$ cat src/detector_params.svh
`ifndef DETECTOR_PARAMS_SVH
`define DETECTOR_PARAMS_SVH

// Register indices; byte address is four times the index
`define FIRST_CTRL_IDX 6'h00
`define RESERVED_IDX 6'h01
`define INT_CTRL_IDX 6'h02
`define STATUS_IDX 6'h03

// First control register fields
`define BIT_ENABLE 0
`define BIT_INVERT 3
`define BIT_OUT_EN 6
`define BIT_RUN_STDBY 7

// Interrupt control and status fields
`define EDGE_SEL_LSB 0
`define EDGE_SEL_MSB 1
`define BIT_CROSS_FLAG 0
`define BIT_STATE 4

// Reset values
`define FIRST_CTRL_RESET 8'h00
`define INT_CTRL_RESET 8'h00
`define STATUS_RESET 8'h00

// Synchroniser depth in peripheral clock cycles
`define SYNC_STAGES 3

// Bus constants
`define AXI_ADDR_W 8
`define RESP_OKAY 2'h0
`define RESP_SLVERR 2'h2

`endif

$ cat src/detector_pkg.sv
package detector_pkg;

   typedef enum logic [1:0] {
      SLEEP_ACTIVE,
      SLEEP_IDLE,
      SLEEP_STANDBY,
      SLEEP_POWER_DOWN
   } sleep_mode_t;

   typedef enum logic [1:0] {
      EDGE_NONE,
      EDGE_RISE,
      EDGE_FALL,
      EDGE_BOTH
   } edge_mode_t;

   typedef struct packed {
      logic run_standby;
      logic out_en;
      logic invert;
      logic enable;
   } ctrl_t;

endpackage : detector_pkg

$ cat src/zero_cross_detector.sv
`timescale 1ns/1ps
`default_nettype none
`include "detector_params.svh"

module zero_cross_detector #(
   parameter int SYNC_STAGES = `SYNC_STAGES
) (
   input wire logic aclk,
   input wire logic aresetn,
   input wire logic comparator_raw,
   input wire detector_pkg::sleep_mode_t sleep_mode,
   input wire logic [`AXI_ADDR_W-1:0] s_axi_awaddr,
   input wire logic s_axi_awvalid,
   output logic s_axi_awready,
   input wire logic [31:0] s_axi_wdata,
   input wire logic [3:0] s_axi_wstrb,
   input wire logic s_axi_wvalid,
   output logic s_axi_wready,
   output logic [1:0] s_axi_bresp,
   output logic s_axi_bvalid,
   input wire logic s_axi_bready,
   input wire logic [`AXI_ADDR_W-1:0] s_axi_araddr,
   input wire logic s_axi_arvalid,
   output logic s_axi_arready,
   output logic [31:0] s_axi_rdata,
   output logic [1:0] s_axi_rresp,
   output logic s_axi_rvalid,
   input wire logic s_axi_rready,
   output logic detector_power,
   output logic event_out,
   output logic pin_out,
   output logic pin_out_en,
   output logic irq
);
   import detector_pkg::*;
   localparam logic [7:0] CTRL_INIT = `FIRST_CTRL_RESET;
   localparam logic [7:0] INT_INIT = `INT_CTRL_RESET;
   localparam logic [7:0] STAT_INIT = `STATUS_RESET;

   ctrl_t ctrl_q, ctrl_d;
   edge_mode_t edge_q, edge_d;
   logic flag_q, flag_d;
   logic prev_q, prev_d;
   logic irq_q, irq_d;
   logic event_q, event_d;
   logic pin_q, pin_d;
   logic pin_en_q, pin_en_d;
   logic power_q, power_d;
   logic awready_q, awready_d;
   logic bvalid_q, bvalid_d;
   logic [1:0] bresp_q, bresp_d;
   logic arready_q, arready_d;
   logic rvalid_q, rvalid_d;
   logic [1:0] rresp_q, rresp_d;
   logic [31:0] rdata_q, rdata_d;
   logic sync_out;
   logic run_ok;
   logic state_w;
   logic rise;
   logic fall;
   logic hit;
   logic we;
   logic clear_w;
   logic [5:0] widx;
   logic [5:0] ridx;

   // No event input port exists; the detector consumes nothing from routing
   level_sync #(
      .STAGES(SYNC_STAGES)
   ) u_sync (
      .aclk(aclk),
      .aresetn(aresetn),
      .din(comparator_raw),
      .dout(sync_out)
   );

   // Sleep gating of the whole detector
   always_comb begin
      unique case (sleep_mode)
         SLEEP_ACTIVE: run_ok = ctrl_q.enable;
         SLEEP_IDLE: run_ok = ctrl_q.enable;
         SLEEP_STANDBY: run_ok = ctrl_q.enable && ctrl_q.run_standby;
         SLEEP_POWER_DOWN: run_ok = 1'b0;
         default: run_ok = 1'b0;
      endcase
   end

   // Synchronised, polarity-adjusted output; reads 0 while off
   assign state_w = run_ok && (sync_out ^ ctrl_q.invert);

   // Edge finding on the adjusted output, one sample back
   assign rise = state_w && !prev_q;
   assign fall = !state_w && prev_q;

   always_comb begin
      case (edge_q)
         EDGE_NONE: hit = 1'b0;
         EDGE_RISE: hit = rise;
         EDGE_FALL: hit = fall;
         EDGE_BOTH: hit = rise || fall;
         default: hit = 1'b0;
      endcase
   end

   // Bus decode
   assign we = awready_q;
   assign widx = s_axi_awaddr[7:2];
   assign ridx = s_axi_araddr[7:2];
   assign clear_w = we && (widx == `STATUS_IDX) && s_axi_wstrb[0]
                    && s_axi_wdata[`BIT_CROSS_FLAG];

   // Configuration and flag
   always_comb begin
      ctrl_d = ctrl_q;
      edge_d = edge_q;
      if (we && s_axi_wstrb[0]) begin
         if (widx == `FIRST_CTRL_IDX) begin
            ctrl_d.enable = s_axi_wdata[`BIT_ENABLE];
            ctrl_d.invert = s_axi_wdata[`BIT_INVERT];
            ctrl_d.out_en = s_axi_wdata[`BIT_OUT_EN];
            ctrl_d.run_standby = s_axi_wdata[`BIT_RUN_STDBY];
         end else if (widx == `INT_CTRL_IDX) begin
            edge_d = edge_mode_t'(s_axi_wdata[`EDGE_SEL_MSB:`EDGE_SEL_LSB]);
         end
      end
      // A crossing in the clearing cycle still sets the flag
      if (hit) begin
         flag_d = 1'b1;
      end else if (clear_w) begin
         flag_d = 1'b0;
      end else begin
         flag_d = flag_q;
      end
      prev_d = state_w;
      irq_d = flag_d && (edge_d != EDGE_NONE);
      event_d = state_w;
      pin_d = state_w && ctrl_q.out_en;
      pin_en_d = run_ok && ctrl_q.out_en;
      power_d = run_ok;
   end

   // Bus handshakes
   always_comb begin
      awready_d = s_axi_awvalid && s_axi_wvalid && !awready_q && !bvalid_q;
      bvalid_d = bvalid_q;
      bresp_d = bresp_q;
      if (we) begin
         bvalid_d = 1'b1;
         bresp_d = (widx <= `STATUS_IDX) ? `RESP_OKAY : `RESP_SLVERR;
      end else if (bvalid_q && s_axi_bready) begin
         bvalid_d = 1'b0;
      end
      arready_d = s_axi_arvalid && !arready_q && !rvalid_q;
      rvalid_d = rvalid_q;
      rresp_d = rresp_q;
      rdata_d = rdata_q;
      if (arready_q) begin
         rvalid_d = 1'b1;
         rresp_d = `RESP_OKAY;
         rdata_d = 32'h0000_0000;
         case (ridx)
            `FIRST_CTRL_IDX: begin
               rdata_d[`BIT_ENABLE] = ctrl_q.enable;
               rdata_d[`BIT_INVERT] = ctrl_q.invert;
               rdata_d[`BIT_OUT_EN] = ctrl_q.out_en;
               rdata_d[`BIT_RUN_STDBY] = ctrl_q.run_standby;
            end
            `RESERVED_IDX: rdata_d = 32'h0000_0000;
            `INT_CTRL_IDX: rdata_d[`EDGE_SEL_MSB:`EDGE_SEL_LSB] = edge_q;
            `STATUS_IDX: begin
               rdata_d[`BIT_STATE] = state_w;
               rdata_d[`BIT_CROSS_FLAG] = flag_q;
            end
            default: rresp_d = `RESP_SLVERR;
         endcase
      end else if (rvalid_q && s_axi_rready) begin
         rvalid_d = 1'b0;
      end
   end

   always_ff @(posedge aclk) begin
      if (!aresetn) begin
         ctrl_q <= '{CTRL_INIT[`BIT_RUN_STDBY], CTRL_INIT[`BIT_OUT_EN],
                    CTRL_INIT[`BIT_INVERT], CTRL_INIT[`BIT_ENABLE]};
         edge_q <= edge_mode_t'(INT_INIT[`EDGE_SEL_MSB:`EDGE_SEL_LSB]);
         flag_q <= STAT_INIT[`BIT_CROSS_FLAG];
         prev_q <= 1'b0;
         irq_q <= 1'b0;
         event_q <= 1'b0;
         pin_q <= 1'b0;
         pin_en_q <= 1'b0;
         power_q <= 1'b0;
         awready_q <= 1'b0;
         bvalid_q <= 1'b0;
         bresp_q <= `RESP_OKAY;
         arready_q <= 1'b0;
         rvalid_q <= 1'b0;
         rresp_q <= `RESP_OKAY;
         rdata_q <= 32'h0000_0000;
      end else begin
         ctrl_q <= ctrl_d;
         edge_q <= edge_d;
         flag_q <= flag_d;
         prev_q <= prev_d;
         irq_q <= irq_d;
         event_q <= event_d;
         pin_q <= pin_d;
         pin_en_q <= pin_en_d;
         power_q <= power_d;
         awready_q <= awready_d;
         bvalid_q <= bvalid_d;
         bresp_q <= bresp_d;
         arready_q <= arready_d;
         rvalid_q <= rvalid_d;
         rresp_q <= rresp_d;
         rdata_q <= rdata_d;
      end
   end

   assign s_axi_awready = awready_q;
   assign s_axi_wready = awready_q;
   assign s_axi_bvalid = bvalid_q;
   assign s_axi_bresp = bresp_q;
   assign s_axi_arready = arready_q;
   assign s_axi_rvalid = rvalid_q;
   assign s_axi_rresp = rresp_q;
   assign s_axi_rdata = rdata_q;
   assign detector_power = power_q;
   assign event_out = event_q;
   assign pin_out = pin_q;
   assign pin_out_en = pin_en_q;
   assign irq = irq_q;
endmodule : zero_cross_detector

`default_nettype wire

$ cat src/level_sync.sv
`timescale 1ns/1ps
`default_nettype none

module level_sync #(
   parameter int STAGES = 3
) (
   input wire logic aclk,
   input wire logic aresetn,
   input wire logic din,
   output logic dout
);

   logic [STAGES-1:0] stage_q;
   logic [STAGES-1:0] stage_d;

   // Each stage reads only its predecessor
   generate
      for (genvar i = 0; i < STAGES; i++) begin : g_stage
         if (i == 0) begin : g_first
            always_comb begin
               stage_d[i] = din;
            end
         end else begin : g_next
            always_comb begin
               stage_d[i] = stage_q[i-1];
            end
         end
      end
   endgenerate

   always_ff @(posedge aclk) begin
      if (!aresetn) begin
         stage_q <= '0;
      end else begin
         stage_q <= stage_d;
      end
   end

   assign dout = stage_q[STAGES-1];

endmodule : level_sync

`default_nettype wire

$ cat config.mk
export PLATFORM = sky130hd
export DESIGN_NAME = zero_cross_detector
export DESIGN_NICKNAME = d
export VERILOG_FILES = /design/src/detector_pkg.sv /design/src/zero_cross_detector.sv /design/src/level_sync.sv
export VERILOG_INCLUDE_DIRS = /design/src
export SDC_FILE = /design/constraint.sdc
export NUM_CORES = 1
export LEC_CHECK = 0
export ABC_CLOCK_PERIOD_IN_PS = 1900
export BUFFER_PORTS_ARGS = -buffer_cell sky130_fd_sc_hd__buf_4
export CORE_MARGIN = 4
export CORE_UTILIZATION = 39
export CTS_BUF_LIST = sky130_fd_sc_hd__clkbuf_8
export CTS_CLUSTER_SIZE = 40
export DETAILED_ROUTE_END_ITERATION = 8
export PLACE_DENSITY = 0.82
export SYNTH_ARGS = -nofsm -noshare
export SYNTH_HDL_FRONTEND = slang
export SYNTH_SLANG_ARGS = --single-unit
$ cat constraint.sdc
create_clock -name aclk -period 1.9 [get_ports aclk]
set_input_delay 0.285 -clock aclk [delete_from_list [all_inputs] [get_ports aclk]]
set_output_delay 0.285 -clock aclk [all_outputs]
set_load 0.03 [all_outputs]
## After elaboration in Yosys (flattened, before gate mapping)

Index checks and enable logic that the tools add are counted.

- Magnitude comparators: 1
- Equality and inequality tests: 11
- Muxes and demuxes: 18
- Bitwise gates (word level): 1
- Reduce and logical (&&, ||, !) cells: 35

Operators by type and width:

| cell | number |
|---|---|
| $eq A6 B2 Y1 const B | 4 |
| $logic_and A1 B1 Y1 | 18 |
| $logic_not A6 Y1 | 2 |
| $mux W2 | 6 |
| $mux W1 | 9 |
| $eq A2 B2 Y1 const B | 4 |
| $eq A6 B1 Y1 const B | 1 |
| $le A6 B2 Y1 const B | 1 |
| $logic_not A1 Y1 | 6 |
| $pmux W1 S3 | 2 |
| $reduce_bool A2 Y1 | 3 |
| $eq A2 B1 Y1 const B | 2 |
| $logic_not A2 Y1 | 2 |
| $pmux W1 S4 | 1 |
| $reduce_or A4 Y1 | 1 |
| $reduce_and A2 Y1 | 1 |
| $reduce_or A2 Y1 | 1 |
| $logic_or A1 B1 Y1 | 1 |
| $xor A1 B1 Y1 | 1 |

- Register bits after elaboration: 29
- Input port bits: 62
- Word-level logic and storage cells: 85

## Logic depth before layout (Yosys ltp)

Gate-level depths: netlist of run 1.

- Depth after elaboration: 10
- Depth in mapped cells: 9

## Hierarchy

A second synthesis of run 1 with hierarchy kept.

- Cells, all modules: 135
- Area, all modules: 1,298.7 µm²

Modules (own cells, without submodules):

| module | instances | cells each | area an instance (µm²) |
|---|---|---|---|
| zero_cross_detector | 1 | 129 | 1,219.9 |
| level_sync | 1 | 6 | 78.8 |

## Least setup slack after synthesis of run 1

Ideal clock, no wire load.

- Kind: register to register
- From: register ctrl_q[3] (netlist bit)
- To: register irq_q (netlist: irq)
- Data arrival time: 1.516 ns
- Required time: 1.784 ns
- Setup slack: 0.269 ns
- Stages on the path, launching flop included: 9
- Path buffers: 0
- Cell sequence: dfxtp_1 -> nor2b_1 -> o21ai_0 -> or2_2 -> inv_1 -> ha_1 -> mux2i_1 -> a221o_1 -> and3_1

- Longest elaborated chain between the ends: 9
- Elaborated cells between the ends (all ways): 10

Ends and longest elaborated chain:

| element | RTL line | source |
|---|---|---|
| from (decl) | zero_cross_detector.sv:40 | `ctrl_t ctrl_q, ctrl_d;` |
| from (signal assigned) | zero_cross_detector.sv:183 | `` ctrl_q <= '{CTRL_INIT[`BIT_RUN_STDBY], CTRL_INIT[`BIT_OUT_EN], `` |
| from (signal assigned) | zero_cross_detector.sv:201 | `ctrl_q <= ctrl_d;` |
| $logic_and A1 B1 Y1 * | zero_cross_detector.sv:82 | `SLEEP_STANDBY: run_ok = ctrl_q.enable && ctrl_q.run_standby;` |
| $pmux W1 S3 * | zero_cross_detector.sv:79 | `unique case (sleep_mode)` |
| $logic_and A1 B1 Y1 * | zero_cross_detector.sv:89 | `assign state_w = run_ok && (sync_out ^ ctrl_q.invert);` |
| via event_d | zero_cross_detector.sv:45 | `logic event_q, event_d;` |
| $logic_not A1 Y1 | zero_cross_detector.sv:93 | `assign fall = !state_w && prev_q;` |
| $logic_and A1 B1 Y1 | zero_cross_detector.sv:93 |  |
| $logic_or A1 B1 Y1 | zero_cross_detector.sv:100 | `EDGE_BOTH: hit = rise \|\| fall;` |
| $pmux W1 S4 * | zero_cross_detector.sv:96 | `case (edge_q)` |
| $mux W1 * | zero_cross_detector.sv:127 | `if (hit) begin` |
| $logic_and A1 B1 Y1 * | zero_cross_detector.sv:135 | `irq_d = flag_d && (edge_d != EDGE_NONE);` |
| to (signal assigned) | zero_cross_detector.sv:205 | `irq_q <= irq_d;` |
| to (decl) | zero_cross_detector.sv:44 | `logic irq_q, irq_d;` |

The timed path passes the listed nets; every way through them passes the cells marked *.
A chain may end at the register's enable or synchronous reset.

## Final worst setup path of run 1

Ends and elaborated chain as after synthesis.

==> flow_summary_export.csv, run 1 <==
group,metric,value,unit
floorplanning,rows,20,
critical_path,rr_startpoint,"ctrl_q[3]",
logic_synthesis,synth-edff-count,0,
drt,vias,969,
drt,drtAntennaViolNets,0,
drt,drt_iter0_drc,26,
pwr,ir_drop,0.369,mV
pwr,seqPwrFrac,54.6,%
pwr,power.switching,290,uW
sta,setup_viol,0,
global_route,antenna_found_initial,0,
critical_path,crit_path_start_kind,"flip-flop",
logic_synthesis,ys_ff_latch,27,
floorplanning,coreArea,3080,sq um
placement,io_buffers,45,
logic_synthesis,synthArstFlopShare,0,%
pwr,power_density,668,nW/um^2
logic_synthesis,yosys_warnings,0,
layout,regArea,541,sq um
pwr,power.leakage,0.796,nW
status,status,"complete, no violations",
clocking,clkTransAtPathRegs,0.09,ns
layout,post-route-util,51.8,%
clocking,cts.path.max_buffers,2,
global_route,track_usage,11.3,%
drt,routed_via_density,4.25,
critical_path,worstSetupPathType,"flip-flop to flip-flop",
critical_path,setup.worst_path.end_class,"flip-flop",
pwr,internal_power,776,uW
placement,gp_congestion,0.714,
drt,wirelength,2410,microns
drt,wire_per_inst,10.5,microns
global_route,grt.overflow.total,0,
critical_path,crit_start,"ctrl_q[3]",
sta,setup_tns,0,ns
layout,fin_nets,249,
logic_synthesis,synth.distinct_cells,30,
global_route,grt_start_max_net_pins,15,
job,max_cap_violations,0,
clocking,worstSkewPairLatency,0.26,ns
logic_synthesis,synth_flop_cell,"dfxtp_1",
placement,placed_area,1550,sq um
critical_path,crit_required,2.07,ns
sta,finClkSkew,0.00318,ns
layout,multi_input_area,576,sq um
pwr,clkPwrFrac,28.6,%
sta,slew_viol_final,0,
floorplanning,io_pins,108,
sta,rsz0062_at_grt,"no",
logic_synthesis,synth.avg_cell_area,9.24,sq um
clocking,htreeDepth,1,
critical_path,r2r_cells,8,
critical_path,crit_end,"irq",
layout,syn_to_final_growth,25.1,%
global_route,grt_pass1_wl,3770,microns
clocking,numCtsBuffers,3,
floorplanning,initial_core_util,41.4,%
logic_synthesis,synth_area,1270,sq um
critical_path,r2r-end,"irq",
logic_synthesis,yosysSeqAreaShare,42.4,%
layout,antennaDiodeCount,0,
critical_path,arrival,1.91,ns
clocking,post_cts_buffers,0,
sta,hold_violations,0,
hold_path,hold_path_class,"input port to flip-flop",
clocking,cts_hold_buffers,0,
critical_path,cp_max_fo,3,
drt,drc,0,
logic_synthesis,yosys.area.top_type,"dfxtp_1",
logic_synthesis,syn_inst,138,
sta,fin_crit,1.75,ns
pwr,power.share.switching,27.2,%
floorplanning,die_h,65.2,microns
clocking,clkSinkCount,27,
layout,drive_gt1_share,28.8,%
global_route,grt_pass1_vias,863,
floorplanning,die_w,65.2,microns
floorplanning,dieArea,4250,sq um
layout,fillers,304,
logic_synthesis,synth.area.top_cells,"dfxtp_1 (42%), buf_4 (18%), mux2i_1 (6.3%), nor2_1 (5.6%), and2_1 (3.4%)",
logic_synthesis,yosysTopAreaCellShare,42.4,%
layout,fin_area,1600,sq um
clocking,cts-root-buf,"clkbuf_8",
sta,period_share,91.9,%
sta,max_freq,0.572,GHz
placement,hpwl,1950,microns
clocking,cts_tree,"built",
drt,drt_first_pass_iters,4,
critical_path,r2r_slack,0.15,ns
pwr,comb_power_share,16.7,%
## cells by family after synthesis
group	synth area share, %
fa+ha+maj	1.96
mux	7.16
compound gates	7.85
flops	42.4
buf+inv	20.6
xor+xnor	0.687
other cells	0.294
simple gates	19.0
## cell usage after synthesis, drive strengths merged, types with 2 or more instances
| master | number |
|---|---|
| dfxtp | 27 |
| nor2 | 19 |
| inv | 9 |
| mux2i | 8 |
| a22o | 4 |
| and2 | 7 |
| nor4 | 3 |
| ha | 2 |
| nor2b | 2 |
| a21oi | 4 |
| and3 | 3 |
| o21ai | 2 |
| buf | 31 |
| nand3 | 2 |
| nand2 | 2 |
## cell usage in the layout (no fill, tap or decap), types with 2 or more instances in the layout
cell / instances
nor2_1: 19
and3_1: 3
mux2i_1: 8
and2_1: 7
buf_4: 46
inv_1: 10
o21ai_0: 2
nor4_1: 2
nand2_1: 2
nand3_1: 2
a21oi_1: 4
a22o_1: 4
ha_1: 2
dfxtp_1: 27
conb_1: 28
clkbuf_8: 3
## per-layer routing
| layer | routed length (microns) | vias to the layer above | track usage [%] |
|---|---|---|---|
| li1 | - | 491 | - |
| met1 | 988 | 440 | 13.4 |
| met2 | 1200 | 36 | 19.3 |
| met3 | 204 | 2 | 4.44 |
| met4 | 16 | 0 | 2.33 |
| met5 | 0 | - | 0 |
## per-stage QoR
stage	hold WS [ns]	total power [mW]	setup WS, ns	std cells
after floorplan	0.404	0.749	0.269	165
after global placement	0.415	0.771	0.124	224
final	0.227	1.07	0.153	228
after global routing	0.226	1.11	0.00801	228
after CTS	0.221	1.07	0.118	228
after detailed placement	0.419	0.773	0.0920	224
## worst min-delay path by stage
stage | depth (start not counted) | start | endpoint | slack [ns]
global placement | 1 | u_sync.stage_q[0] | u_sync.stage_q[1] | 0.41
finish | 2 | comparator_raw | u_sync.stage_q[0] | 0.23
floorplan | 2 | s_axi_wvalid | s_axi_awready | 0.40
detailed placement | 1 | u_sync.stage_q[1] | u_sync.stage_q[2] | 0.42
global route | 2 | comparator_raw | u_sync.stage_q[0] | 0.23
CTS | 2 | comparator_raw | u_sync.stage_q[0] | 0.22
## final cells by class
cell class                 instances  share of cell area, %
multi-input combinational         98                   36.1
tap                               44                   3.45
timing repair buffer              46                   21.6
clock inverter                     1                  0.235
inverter                           9                   2.12
clock buffer                       3                   2.59
sequential                        27                   33.9
## power by group through the flow
stage | Combinational [mW] | Sequential, mW | Clock, mW
CTS | 0.177 | 0.583 | 0.314
detailed placement | 0.177 | 0.596 | 0
global route | 0.192 | 0.585 | 0.334
global placement | 0.176 | 0.595 | 0
floorplan | 0.141 | 0.608 | 0
finish | 0.178 | 0.582 | 0.305
## registers in the layout, summed over array words and instances (netlist names)
signal	count
s_axi_rdata	6
ctrl_q	4
u_sync.stage_q	3
edge_q	2
detector_power	1
event_out	1
flag_q	1
irq	1
pin_out	1
pin_out_en	1
s_axi_arready	1
s_axi_awready	1
s_axi_bresp	1
s_axi_bvalid	1
s_axi_rresp	1
s_axi_rvalid	1
## critical path: stages, from the launching register on
cell and delay, ns:
dfxtp_1 0.32, nor2b_2 0.15, o21ai_0 0.14, or2_2 0.15, inv_1 0.04, ha_1 0.26
mux2i_1 0.07, a221o_1 0.36, and3_1 0.16
## what timing repair did
item	4_1_cts	5_1_grt
hold endpoints to repair	0	0
gates resized for setup	0	1
endpoints found under the setup margin	0	2
Power figures use the tool's default switching activity.
==> inputs of run 2 (changes only) <==
ABC_AREA = 1   (was unset)
CORE_UTILIZATION = 40   (was 39)
==> flow_summary_export.csv, run 2 <==
group,metric,value,unit
status,status,"complete, no violations",
sta,fin_crit,1.59,ns
layout,layout_common_cells,"buf_4 (45), conb_1 (28), nand2_1 (27), dfxtp_1 (27), inv_1 (19)",
logic_synthesis,yosys_warnings,0,
sta,fin_ws,0.314,ns
critical_path,r2r_cells,10,
layout,final_cells,264,
drt,drc,0,
sta,slew_viol_final,0,
hold_path,hold_path_class,"input port to flip-flop",
logic_synthesis,synth.area.top_cells,"dfxtp_1 (41%), buf_4 (16%), nand2_1 (7.6%), inv_1 (5.4%), nor2_1 (4.8%)",
placement,pre_cts_ws,0.249,ns
clocking,post_cts_buffers,0,
sta,finClkSkew,0.00625,ns
global_route,grt_pass1_vias,961,
logic_synthesis,yosysSeqAreaShare,40.7,%
logic_synthesis,yosysTopAreaCellShare,40.7,%
global_route,track_usage,11.3,%
critical_path,crit_path_max_incr_delay,0.33,ns
layout,final_common_cell,"buf_4",
logic_synthesis,ys_ff_latch,27,
sta,max_freq,0.631,GHz
logic_synthesis,synth_area,1330,sq um
clocking,numCtsBuffers,3,
drt,vias,1086,
floorplanning,die_h,65.6,microns
drt,drt_iter0_drc,53,
clocking,cts_hold_buffers,0,
hold_path,worstHoldEndpoint,"u_sync.stage_q[0]",
placement,io_buffers,45,
layout,drive_gt1_share,28.6,%
layout,largest_register_ffs,6,
sta,period_share,83.5,%
logic_synthesis,synth-edff-count,0,
global_route,grt_pass1_wl,3870,microns
hold_path,hold_depth,3,
job,max_cap_violations,0,
hold_path,hp-start,"comparator_raw",
sta,setup_viol,0,
floorplanning,coreArea,3100,sq um
drt,wirelength,2490,microns
logic_synthesis,synth_most_common_cell,"buf_4",
clocking,worstSkewPairLatency,0.27,ns
floorplanning,die_w,65.6,microns
floorplanning,initial_core_util,42.8,%
placement,gp_congestion,0.770,
layout,antennaDiodeCount,0,
critical_path,arrival,1.74,ns
critical_path,crit_required,2.06,ns
drt,drtAntennaViolNets,0,
layout,fin_nets,285,
layout,syn_to_final_growth,23.8,%
critical_path,crit_path_start_kind,"flip-flop",
pwr,power_density,675,nW/um^2
critical_path,cp_max_fo,3,
logic_synthesis,synth_flop_cell,"dfxtp_1",
pwr,internal_power,789,uW
clocking,htreeDepth,1,
global_route,grt_start_max_net_pins,17,
drt,routed_via_density,4.11,
global_route,grt.overflow.total,0,
critical_path,r2r_slack,0.31,ns
critical_path,crit_chain,"inv_2 -> o21ai_1 -> nand2_1 -> nor2_2 -> inv_2 -> ha_1 -> o21ai_0 -> nor2_1 -> a21oi_1 -> nor2_1",
clocking,clkSinkCount,27,
logic_synthesis,synth_commonest_cells,"buf_4 (29), dfxtp_1 (27), nand2_1 (27)",
drt,drt_first_pass_iters,3,
global_route,antenna_found_initial,0,
floorplanning,dieArea,4300,sq um
critical_path,rr_startpoint,"ctrl_q[3]",
clocking,cts-resized-gates,0,
pwr,power.leakage,0.806,nW
clocking,clkTransAtPathRegs,0.09,ns
pwr,power.share.switching,28.9,%
drt,wire_per_inst,9.42,microns
critical_path,setup.worst_path.end_class,"flip-flop",
sta,rsz0062_at_grt,"no",
critical_path,worstSetupPathType,"flip-flop to flip-flop",
placement,place_inst,260,
logic_synthesis,synthArstFlopShare,0,%
floorplanning,io_pins,108,
critical_path,slowest_stage,"dfxtp_1",
pwr,comb_power_share,18.1,%
pwr,power,1.11,mW
logic_synthesis,yosys.area.top_type,"dfxtp_1",
logic_synthesis,synth.avg_cell_area,7.59,sq um
sta,setup_tns,0,ns
placement,hpwl,2090,microns
clocking,cts_tree,"built",
logic_synthesis,syn_inst,175,
pwr,ir_drop,0.516,mV
pwr,seqPwrFrac,53.0,%
clocking,cts.path.max_buffers,2,
clocking,cts-root-buf,"clkbuf_8",
floorplanning,rows,20,
sta,hold_violations,0,
pwr,power.switching,320,uW
logic_synthesis,synth.distinct_cells,26,
critical_path,r2r-end,"flag_q",
pwr,clkPwrFrac,28.9,%
==> run 2: cell count changes in the layout (fill, tap and decap cells not counted), sizes merged, moves of 4 or more <==
cell and change:
a21oi +6, nand3 +8, a22o -4, nand2 +27, o21ai +6, mux2i -8
nor3 +4, and2 -7, inv +15
==> run 2: cell type report <==
class                           instances  area, sq um
Inverter                               25         93.8
Timing Repair Buffer                   45          338
Fill cell                             322         1460
Clock buffer                            3         41.3
Multi-Input combinational cell        119          568
Clock inverter                          1         7.51
Tap cell                               44         55.1
Sequential cell                        27          541
==> run 2: metrics by stage <==
stage	cell area (sq um)	utilization (%)	hold WS [ns]
2_1_floorplan	1430	-	0.383
3_3_place_gp	1600	51.4	0.398
3_5_place_dp	1600	51.4	0.397
4_1_cts	1640	53.0	0.188
5_1_grt	1640	53.0	0.204
6_report	1640	53.0	0.194
==> run 2: kinds of logic (layout without fill, tap and decap cells) <==
kind of cell    Yosys count  count (layout)  share of synthesized area [%]
xor+xnor                  1               1                          0.660
fa+ha+maj                 2               2                           1.88
buf+inv                  56              74                           24.1
flops                    27              27                           40.7
compound gates           22              22                           9.33
other cells               1              28                          0.282
simple gates             66              66                           23.0
==> run 2: critical path, delay by kind of cell, from the launching register on <==
kind | cells | cell delay, ns
AOI/OAI and AO/OA | 3 | 0.46
adders and majority gates | 1 | 0.18
buffers and inverters | 2 | 0.11
DFF | 1 | 0.33
and+or+nand+nor | 4 | 0.40
==> run 2: metal layers <==
metal | share of wire, % | routed length [microns] | GRT usage [%]
met4 | 0.44 | 11 | 1.55
met2 | 48 | 1190 | 20.6
met1 | 42 | 1050 | 12.6
met5 | 0 | 0 | 0
met3 | 9.5 | 237 | 4.27
==> run 2: power groups by stage <==
| stage | combinational, mW | clock (mW) | sequential [mW] |
|---|---|---|---|
| after floorplan | 0.158 | 0 | 0.618 |
| after global placement | 0.198 | 0 | 0.600 |
| after detailed placement | 0.201 | 0 | 0.601 |
| after CTS | 0.201 | 0.328 | 0.588 |
| after global routing | 0.216 | 0.353 | 0.590 |
| final | 0.201 | 0.321 | 0.588 |
==> run 2: worst max path at each step <==
stage / startpoint / to / slack (ns) / cells after the start
final: ctrl_q[3] / flag_q / 0.31 / 10
after global routing: ctrl_q[3] / flag_q / 0.08 / 10
after CTS: ctrl_q[3] / flag_q / 0.28 / 10
after detailed placement: sleep_mode[0] / flag_q / 0.25 / 10
after global placement: sleep_mode[0] / flag_q / 0.29 / 10
after floorplan: ctrl_q[3] / flag_q / 0.50 / 10
